## src/hdl/frame_unit_params.svh

```systemverilog
// Constants for the short exception frame unit: offsets, codes, sizes.
// Assumes a word-wide memory port toward the supervisor stacks.
// Operation
// - Return examines top frame, picks sequence by format
// - Format 0 restores status, pc, pops eight
// - Format 0 layout: status, pc at 2, word 6
// - Format 0 built for interrupts, traps, illegal, privilege
// - Throwaway pops eight, loads status, restarts return
// - After throwaway read new format from selected stack
// - Throwaway built on interrupt stack, master pc copied; code pushes format 1 on the status-selected stack, copies nothing
// - Format 1 same layout, code 0001
// - Format 2 restores, pops twelve, resumes
// - Format 2 adds address longword at offset 8
// - Format 2 for checks, traps, trace, divide, faults
// - Format 3 restores, pops twelve, pending fp starts
// - Format 3 only for fp post, ea at 8
`ifndef FRAME_UNIT_PARAMS_SVH
`define FRAME_UNIT_PARAMS_SVH
`define OFS_STATUS 32'h0000_0000
`define OFS_PC_HI 32'h0000_0002
`define OFS_PC_LO 32'h0000_0004
`define OFS_FMTVEC 32'h0000_0006
`define OFS_ADDR_HI 32'h0000_0008
`define OFS_ADDR_LO 32'h0000_000a
`define POP_SHORT 32'h0000_0008
`define POP_LONG 32'h0000_000c
`define FMT_NORMAL 4'h0
`define FMT_THROW 4'h1
`define FMT_SIX 4'h2
`define FMT_FPPOST 4'h3
`define VEC_FORMAT_ERR 12'h038
`define SR_S_BIT 13
`define SR_M_BIT 12
`define SR_RESET 16'h2700
`endif

```

## src/hdl/frame_unit_pkg.sv

```systemverilog
// Types shared by the frame unit: state encoding.
// Assumes the params header supplies numeric constants.
`default_nettype none
package frame_unit_pkg;
    // Gray along rd fmt, decide, rd status, pc path
    typedef enum logic [3:0] {
        st_idle = 4'h0,
        st_rd_fmt = 4'h1,
        st_decide = 4'h3,
        st_rd_sr = 4'h2,
        st_rd_pch = 4'h6,
        st_rd_pcl = 4'h7,
        st_finish = 4'h5,
        st_wr_sr = 4'h4,
        st_wr_pch = 4'hc,
        st_wr_pcl = 4'hd,
        st_wr_fv = 4'hf,
        st_wr_ah = 4'he,
        st_wr_al = 4'ha
    } state_t;
endpackage
`default_nettype wire

```

## src/hdl/stack_select.sv

```systemverilog
// Active supervisor stack picker from status bits.
// Assumes two stack pointer copies held by the caller.
`default_nettype none
`include "frame_unit_params.svh"
module stack_select (
    input wire logic [15:0] status_in,
    input wire logic [31:0] isp_in,
    input wire logic [31:0] msp_in,
    output logic use_master_out,
    output logic [31:0] sp_out
);
    // Master bit alone picks master stack; supervisor bit not examined
    assign use_master_out = status_in[`SR_M_BIT];
    assign sp_out = use_master_out ? msp_in : isp_in;
endmodule
`default_nettype wire

```

## src/hdl/exception_frame_return_unit.sv

```systemverilog
// Return and frame build engine for short frames, formats 0 to 3.
// Assumes a word memory that answers a request with mem_ack_in later.
`default_nettype none
`include "frame_unit_params.svh"
module exception_frame_return_unit (
    input wire logic clk_in,
    input wire logic srst_in,
    input wire logic rte_start_in,      // Pulse: run the return
    input wire logic build_start_in,    // Pulse: push a frame
    input wire logic [3:0] build_fmt_in, // Format to push
    input wire logic [11:0] build_vec_in, // Vector offset
    input wire logic [31:0] build_pc_in,  // Stacked pc
    input wire logic [31:0] build_addr_in, // Address or ea
    input wire logic [15:0] cur_status_in, // Live status word
    input wire logic [31:0] rte_pc_in,    // Address of the return
    input wire logic fp_post_pending_in,  // Another fp post waits
    input wire logic [31:0] isp_init_in,  // Loaded on reset release
    input wire logic [31:0] msp_init_in,
    input wire logic [15:0] mem_rdata_in,
    input wire logic mem_ack_in,
    output logic mem_req_out,
    output logic mem_we_out,
    output logic [31:0] mem_addr_out,
    output logic [15:0] mem_wdata_out,
    output logic [15:0] status_out,
    output logic [31:0] pc_out,
    output logic [31:0] isp_out,
    output logic [31:0] msp_out,
    output logic done_out,         // Pulse: push done, or return done and resume at pc_out
    output logic fp_post_start_out, // Pulse: begin next fp post
    output logic fmt_error_out      // Pulse: frame was bad
);
    frame_unit_pkg::state_t state;
    logic [15:0] status;     // Status being restored or built
    logic [31:0] pc;         // Pc being restored or built
    logic [3:0] fmt;         // Format being handled
    logic [11:0] vec;        // Vector offset being built
    logic [31:0] addr;       // Address longword being built
    logic [31:0] isp;        // Interrupt stack pointer
    logic [31:0] msp;        // Master stack pointer
    logic busy_build;        // Push path active
    logic rte_start_q;       // Holds the first format read back a cycle
    logic [31:0] sp;         // Active stack pointer
    logic use_master;
    logic seeded;            // Low until the first edge after release
    wire [31:0] next_sp_pop8 = sp + `POP_SHORT;
    wire [31:0] next_sp_pop12 = sp + `POP_LONG;
    wire fmt_known = (fmt == `FMT_NORMAL) || (fmt == `FMT_THROW) ||
        (fmt == `FMT_SIX) || (fmt == `FMT_FPPOST);
    wire long_frame = (fmt == `FMT_SIX) || (fmt == `FMT_FPPOST);
    wire [31:0] frame_bytes = long_frame ? `POP_LONG : `POP_SHORT;
    wire [31:0] push_base = sp - frame_bytes; // New frame top
    wire [15:0] fmt_word = {fmt, vec};

    // Active stack follows the status being restored
    stack_select u_sel (
        .status_in(status),
        .isp_in(isp),
        .msp_in(msp),
        .use_master_out(use_master),
        .sp_out(sp)
    );

    // Main sequencer
    always_ff @(posedge clk_in) begin
        done_out <= 1'b0;
        fp_post_start_out <= 1'b0;
        fmt_error_out <= 1'b0;
        rte_start_q <= 1'b0;
        if (srst_in) begin
            state <= frame_unit_pkg::st_idle;
            status <= `SR_RESET;
            pc <= 32'h0000_0000;
            fmt <= 4'h0;
            vec <= 12'h000;
            addr <= 32'h0000_0000;
            isp <= 32'h0000_0000;
            msp <= 32'h0000_0000;
            busy_build <= 1'b0;
            mem_req_out <= 1'b0;
            mem_we_out <= 1'b0;
            mem_addr_out <= 32'h0000_0000;
            mem_wdata_out <= 16'h0000;
        end else begin
            case (state)
                frame_unit_pkg::st_idle: begin
                    if (rte_start_in) begin
                        // Frame top lives on the stack of current status
                        status <= cur_status_in;
                        pc <= rte_pc_in;
                        rte_start_q <= 1'b1;
                        state <= frame_unit_pkg::st_rd_fmt;
                    end else if (build_start_in) begin
                        status <= cur_status_in;
                        fmt <= build_fmt_in;
                        vec <= build_vec_in;
                        pc <= build_pc_in;
                        addr <= build_addr_in;
                        busy_build <= 1'b1;
                        state <= frame_unit_pkg::st_wr_sr;
                    end
                end
                frame_unit_pkg::st_rd_fmt: begin
                    // Fetch format word from whichever stack is active
                    if (!mem_req_out && !rte_start_q) begin
                        mem_req_out <= 1'b1;
                        mem_we_out <= 1'b0;
                        mem_addr_out <= sp + `OFS_FMTVEC;
                    end else if (mem_ack_in) begin
                        mem_req_out <= 1'b0;
                        fmt <= mem_rdata_in[15:12];
                        vec <= mem_rdata_in[11:0];
                        state <= frame_unit_pkg::st_decide;
                    end
                end
                frame_unit_pkg::st_decide: begin
                    if (fmt_known) begin
                        state <= frame_unit_pkg::st_rd_sr;
                    end else begin
                        // Bad code: push a format 0 frame at the return
                        fmt <= `FMT_NORMAL;
                        vec <= `VEC_FORMAT_ERR;
                        busy_build <= 1'b1;
                        fmt_error_out <= 1'b1;
                        state <= frame_unit_pkg::st_wr_sr;
                    end
                end
                frame_unit_pkg::st_rd_sr: begin
                    if (!mem_req_out) begin
                        mem_req_out <= 1'b1;
                        mem_addr_out <= sp + `OFS_STATUS;
                    end else if (mem_ack_in) begin
                        mem_req_out <= 1'b0;
                        if (fmt == `FMT_THROW) begin
                            // Pop old stack, then switch by new status
                            if (use_master) msp <= next_sp_pop8;
                            else isp <= next_sp_pop8;
                            status <= mem_rdata_in;
                            state <= frame_unit_pkg::st_rd_fmt;
                        end else begin
                            status <= status; // Keep old until popped
                            addr[31:16] <= mem_rdata_in;
                            state <= frame_unit_pkg::st_rd_pch;
                        end
                    end
                end
                frame_unit_pkg::st_rd_pch: begin
                    if (!mem_req_out) begin
                        mem_req_out <= 1'b1;
                        mem_addr_out <= sp + `OFS_PC_HI;
                    end else if (mem_ack_in) begin
                        mem_req_out <= 1'b0;
                        pc[31:16] <= mem_rdata_in;
                        state <= frame_unit_pkg::st_rd_pcl;
                    end
                end
                frame_unit_pkg::st_rd_pcl: begin
                    if (!mem_req_out) begin
                        mem_req_out <= 1'b1;
                        mem_addr_out <= sp + `OFS_PC_LO;
                    end else if (mem_ack_in) begin
                        mem_req_out <= 1'b0;
                        pc[15:0] <= mem_rdata_in;
                        // Pop from the stack the frame sat on
                        if (long_frame) begin
                            if (use_master) msp <= next_sp_pop12;
                            else isp <= next_sp_pop12;
                        end else begin
                            if (use_master) msp <= next_sp_pop8;
                            else isp <= next_sp_pop8;
                        end
                        state <= frame_unit_pkg::st_finish;
                    end
                end
                frame_unit_pkg::st_finish: begin
                    if (busy_build) begin
                        busy_build <= 1'b0;
                        done_out <= 1'b1;
                    end else begin
                        status <= addr[31:16];
                        if (fmt == `FMT_FPPOST && fp_post_pending_in)
                            fp_post_start_out <= 1'b1;
                        else
                            done_out <= 1'b1;
                    end
                    state <= frame_unit_pkg::st_idle;
                end
                frame_unit_pkg::st_wr_sr: begin
                    if (!mem_req_out) begin
                        mem_req_out <= 1'b1;
                        mem_we_out <= 1'b1;
                        mem_addr_out <= push_base + `OFS_STATUS;
                        mem_wdata_out <= status;
                    end else if (mem_ack_in) begin
                        mem_req_out <= 1'b0;
                        state <= frame_unit_pkg::st_wr_pch;
                    end
                end
                frame_unit_pkg::st_wr_pch: begin
                    if (!mem_req_out) begin
                        mem_req_out <= 1'b1;
                        mem_addr_out <= push_base + `OFS_PC_HI;
                        mem_wdata_out <= pc[31:16];
                    end else if (mem_ack_in) begin
                        mem_req_out <= 1'b0;
                        state <= frame_unit_pkg::st_wr_pcl;
                    end
                end
                frame_unit_pkg::st_wr_pcl: begin
                    if (!mem_req_out) begin
                        mem_req_out <= 1'b1;
                        mem_addr_out <= push_base + `OFS_PC_LO;
                        mem_wdata_out <= pc[15:0];
                    end else if (mem_ack_in) begin
                        mem_req_out <= 1'b0;
                        state <= frame_unit_pkg::st_wr_fv;
                    end
                end
                frame_unit_pkg::st_wr_fv: begin
                    if (!mem_req_out) begin
                        mem_req_out <= 1'b1;
                        mem_addr_out <= push_base + `OFS_FMTVEC;
                        mem_wdata_out <= fmt_word;
                    end else if (mem_ack_in) begin
                        mem_req_out <= 1'b0;
                        state <= long_frame ? frame_unit_pkg::st_wr_ah
                                            : frame_unit_pkg::st_finish;
                        if (!long_frame) begin
                            if (use_master) msp <= push_base;
                            else isp <= push_base;
                        end
                    end
                end
                frame_unit_pkg::st_wr_ah: begin
                    if (!mem_req_out) begin
                        mem_req_out <= 1'b1;
                        mem_addr_out <= push_base + `OFS_ADDR_HI;
                        mem_wdata_out <= addr[31:16];
                    end else if (mem_ack_in) begin
                        mem_req_out <= 1'b0;
                        state <= frame_unit_pkg::st_wr_al;
                    end
                end
                frame_unit_pkg::st_wr_al: begin
                    if (!mem_req_out) begin
                        mem_req_out <= 1'b1;
                        mem_addr_out <= push_base + `OFS_ADDR_LO;
                        mem_wdata_out <= addr[15:0];
                    end else if (mem_ack_in) begin
                        mem_req_out <= 1'b0;
                        if (use_master) msp <= push_base;
                        else isp <= push_base;
                        state <= frame_unit_pkg::st_finish;
                    end
                end
                default: state <= frame_unit_pkg::st_idle;
            endcase
            // Seeds caught on the first edge after release; placed last
            // so it wins over anything the sequencer did on that edge
            if (!seeded) begin
                isp <= isp_init_in;
                msp <= msp_init_in;
            end
        end
    end

    // Marks the first edge after release, when the pointers load
    always_ff @(posedge clk_in) begin
        if (srst_in) seeded <= 1'b0;
        else seeded <= 1'b1;
    end

    // Registered copies to the ports
    always_ff @(posedge clk_in) begin
        if (srst_in) begin
            status_out <= `SR_RESET;
            pc_out <= 32'h0000_0000;
            isp_out <= 32'h0000_0000;
            msp_out <= 32'h0000_0000;
        end else begin
            status_out <= status;
            pc_out <= pc;
            isp_out <= isp;
            msp_out <= msp;
        end
    end

    // Format 0 pop is exactly eight bytes
    chk_pop_eight: assert property (@(posedge clk_in) disable iff (srst_in)
        (state == frame_unit_pkg::st_rd_pcl && mem_ack_in && mem_req_out &&
         fmt == `FMT_NORMAL && !busy_build && !use_master)
        |=> isp == $past(isp) + `POP_SHORT)
        else $error("format 0 pop wrong");
    // Unknown format raises error flag
    chk_bad_format: assert property (@(posedge clk_in) disable iff (srst_in)
        (state == frame_unit_pkg::st_decide && !fmt_known)
        |=> fmt_error_out)
        else $error("format error missed");
    // Throwaway restarts with a format read
    chk_throw_restart: assert property (@(posedge clk_in)
        disable iff (srst_in)
        (state == frame_unit_pkg::st_rd_sr && mem_ack_in && mem_req_out &&
         fmt == `FMT_THROW)
        |=> state == frame_unit_pkg::st_rd_fmt && !done_out)
        else $error("throwaway did not restart");
    // Pending fp post starts instead of resuming
    chk_fp_next: assert property (@(posedge clk_in) disable iff (srst_in)
        (state == frame_unit_pkg::st_finish && !busy_build &&
         fmt == `FMT_FPPOST && fp_post_pending_in)
        |=> fp_post_start_out && !done_out)
        else $error("fp post not chained");
    // Long frames pop exactly twelve bytes
    chk_pop_twelve: assert property (@(posedge clk_in)
        disable iff (srst_in)
        (state == frame_unit_pkg::st_rd_pcl && mem_ack_in && mem_req_out &&
         long_frame && !busy_build && !use_master)
        |=> isp == $past(isp) + `POP_LONG)
        else $error("long frame pop wrong");
    // Format word read from the stack the status selects
    chk_fmt_addr: assert property (@(posedge clk_in)
        disable iff (srst_in)
        (state == frame_unit_pkg::st_rd_fmt && mem_req_out)
        |-> !mem_we_out && mem_addr_out ==
            (status[`SR_M_BIT] ? msp : isp) + `OFS_FMTVEC)
        else $error("format word address wrong");
endmodule
`default_nettype wire

```

## config.mk

```make
export PLATFORM = sky130hd
export DESIGN_NAME = exception_frame_return_unit
export DESIGN_NICKNAME = d
export VERILOG_FILES = /design/src/hdl/frame_unit_pkg.sv /design/src/hdl/stack_select.sv /design/src/hdl/exception_frame_return_unit.sv
export VERILOG_INCLUDE_DIRS = /design/src /design/src/hdl
export SDC_FILE = /design/constraint.sdc
export NUM_CORES = 1
export LEC_CHECK = 0
export ABC_AREA = 1
export BUFFER_PORTS_ARGS = -buffer_cell sky130_fd_sc_hd__buf_2
export CAP_MARGIN = 30
export CORE_MARGIN = 5
export CORE_UTILIZATION = 40
export CTS_CLUSTER_SIZE = 25
export DETAILED_ROUTE_END_ITERATION = 8
export SLEW_MARGIN = 5
export SYNTH_ARGS = -nofsm -noshare
export SYNTH_HDL_FRONTEND = slang
export SYNTH_HIERARCHICAL = 1
export SYNTH_SLANG_ARGS = --single-unit
```

## constraint.sdc

```tcl
create_clock -name clk_in -period 6.6 [get_ports clk_in]
set_input_delay 0.66 -clock clk_in [delete_from_list [all_inputs] [get_ports clk_in]]
set_output_delay 0.66 -clock clk_in [all_outputs]
set_load 0.1 [all_outputs]
```

==> results by group <==
Run status
  • Outcome: finished, final reports clean

Setup path
  • CP Launch Point: status[12]$_SDFFE_PP0P_
  • CP Class: reg -> reg
  • CP Capture Point: mem_addr_out[31]$_SDFFE_PP0P_
  • Worst-path fanout max: 55
  • Reg2Reg Setup Slack: 2200 ps
  • Startpoint Class: flop
  • RR Startpoint: status[12]$_SDFFE_PP0P_
  • R2r endpoint: mem_addr_out[31]$_SDFFE_PP0P_
  • CP Capture Type: flop
  • Crit path required time: 7140 ps
  • Worst EP arrival: 4940 ps
  • Reg2Reg Depth: 20

Logic synthesis
  • Syn nets: 3594
  • Cell count after synthesis: 3366
  • Yosys warns: 6
  • Mapped Area: 21300 µm²
  • Mean Syn Cell Area: 6.32 µm²
  • Netlist cell types: 60
  • Predominant post-synthesis flop cell: dfxtp_1
  • Sequential area share after synthesis: 31.3%
  • Number of flops mapped to enable cells by yosys: 0
  • Post-synth ARST share: 0%
  • #FFs+latches synth: 332

Pwr
  • PwrDens: 453 nW/µm²
  • Peak VDD IR: 0.000347 V
  • Leak pwr: 11.0 nW

Layout
  • Share of layout cells above drive strength 1: 16.4%
  • Commonest non-fill, non-tap cell in the layout: nand2_1
  • Layout net count: 3849
  • Area Growth Syn to Fin: 16.3%
  • Finished Layout Cells: 4339
  • Most frequent cells in the layout: 875 x nand2_1, 394 x nor2_1, 377 x buf_2
  • Post-route cell area: 24700 µm²

CTS
  • Deepest clock path buffer count: 3
  • TritonCTS clock tree: built
  • Num CTS Buffers: 38
  • Post-CTS Setup Bufs: 0
  • Root Buffer: clkbuf_16
  • Clock slew at reported path FFs: 60 ps
  • Resize count post-CTS: 0
  • # hold bufs at CTS: 0
  • Clock latency on the worst-skew pair: 590 ps
  • H-tree levels: 2
  • CTS Sinks: 332

Floorplan
  • I/O pin cnt: 379
  • Die H: 241 µm
  • Core box area: 52700 µm²
  • Die width: 241 µm
  • Initial Utilization: 40.4%
  • Die area: 57900 µm²
  • Std-Cell Rows: 84

Drt
  • ANT nets after route: 0
  • DRT Pass-1 Iters: 8
  • DR DRC count: 0
  • Vias per Instance: 5.72
  • Final WL: 97.2 mm
  • DR WL/cell: 22.4 µm
  • Via count: 24800
  • Initial DRC count: 3005

Timing
  • Max Fclk: 0.227 GHz
  • RSZ-0062 raised after global routing: no
  • Fin. max-slew vios: 0
  • Slew margin rel.: 32.6%
  • Final Hold Fails: 0
  • Worst clock skew: 26.4 ps
  • Least-Margin Pin Slew: 1010 ps
  • Setup tns final: 0 ps
  • Setup Viol. Count Final: 0
  • Period utilisation layout: 66.7%
  • Period minus WS final: 4400 ps

Global route
  • Number of global-route vias before repair: 23000
  • All-Layer GR Usage: 31.7%
  • Largest net degree at the start of global routing: 79
  • Global-route wire length before repair: 141 mm
  • Total grt overflow: 0
  • Antenna violations before repair: 3

Worst hold path
  • Hold wc startpoint: msp_init_in[14]
  • Hold crit path type: in -> reg

Placed design
  • GPL Wtd Cong: 1.03
  • Area after DPL: 23400 µm²
  • Placed cells: 4268
  • HPWL after DPL: 74.1 mm
  • Port buffer count: 378

Job
  • Max-cap viol count: 0
==> metal layers <==
metal  track usage, %  wire length [µm]  vias up
met5                0                11        -
met4             17.5              6250        2
met3             4.22              8030      301
met2             54.2             45800     1314
met1             38.6             37100    11500
li1                 -                 -    11700
==> cell families (layout without fill, tap and decap cells) <==
group | after synthesis | after routing | synth area share (%)
AOI/OAI and AO/OA | 808 | 808 | 23.0
xor gates and xnor gates | 51 | 51 | 2.10
adders and majority gates | 14 | 14 | 0.895
buffers and inverters | 552 | 835 | 10.7
DFF | 332 | 332 | 31.3
other | 0 | 2 | 0
and+or+nand+nor | 1609 | 1609 | 32.1
==> worst max-delay path, cell delays in order, from the launching register on <==
cell and delay [ps]:
dfxtp_4 740, buf_4 380, nand2_1 90, nand2_1 270
inv_1 170, ha_1 230, inv_1 50, ha_1 320
ha_1 380, nand2_1 80, nand2_1 60, nand2_1 80
o22ai_1 280, nand2_1 150, nor3_2 480, nand3_1 150
o22ai_1 140, a21oi_1 80, nand3_1 100, nand2_1 50
inv_1 40
==> worst min-delay path by stage <==
stage                     depth (start not counted)                        end  slack [ps]
after global placement                            2   status_out[4]$_SDFF_PP0_         440
final                                             3       msp[14]$_SDFFE_PP0P_         300
after CTS                                         3       msp[14]$_SDFFE_PP0P_         280
after detailed placement                          2  status_out[14]$_SDFF_PP0_         440
after floorplan                                   2  status_out[13]$_SDFF_PP1_         420
after global routing                              3       msp[14]$_SDFFE_PP0P_         300
==> metrics by stage <==
stage	power (mW)	hold WS, ps	utilization [%]	setup WS [ps]
after global placement	8.89	439	44.3	2350
after CTS	11.1	275	46.9	2360
final	11.2	300	47.0	2200
after floorplan	7.28	417	-	3260
after global routing	11.8	295	47.0	1900
after detailed placement	8.90	438	44.5	2370
==> sequential cells by signal (all words and copies together) (netlist names), 4 cells and up <==
| name | count |
|---|---|
| addr | 32 |
| isp | 32 |
| isp_out | 32 |
| mem_addr_out | 32 |
| msp | 32 |
| msp_out | 32 |
| pc | 32 |
| pc_out | 32 |
| mem_wdata_out | 16 |
| status | 16 |
| status_out | 16 |
| vec | 12 |
| fmt | 4 |
| state | 4 |
==> Yosys cell counts, types with 37 or more instances <==
master | count | area share, %
nand4_1 | 71 | 2.1
dfxtp_1 | 332 | 31
o21ai_0 | 278 | 6.5
a211oi_1 | 86 | 3.0
inv_1 | 325 | 5.7
clkbuf_1 | 120 | 2.1
a21oi_1 | 179 | 4.2
o21ai_1 | 49 | 1.2
nand3_1 | 137 | 3.2
nor2_1 | 395 | 7.0
o211ai_1 | 39 | 1.4
nand2_1 | 875 | 15
a221oi_1 | 38 | 1.6
xor2_1 | 50 | 2.1
buf_2 | 37 | 0.87
==> power breakdown <==
part | switching, mW | internal [mW]
combinational | 4.83 | 1.38
sequential | 0.296 | 2.51
clock | 0.908 | 1.28
total | 6.03 | 5.17
==> layout make-up <==
| cell class | count | area (µm²) |
|---|---|---|
| tap | 688 | 861 |
| multi-input combinational | 2482 | 12400 |
| antenna | 2 | 5.00 |
| fill | 5602 | 27900 |
| timing repair buffer | 412 | 2220 |
| inverter | 355 | 1340 |
| clock inverter | 16 | 208 |
| clock buffer | 52 | 1080 |
| sequential | 332 | 6650 |
Note: power is estimated with default switching activity, not from simulation.
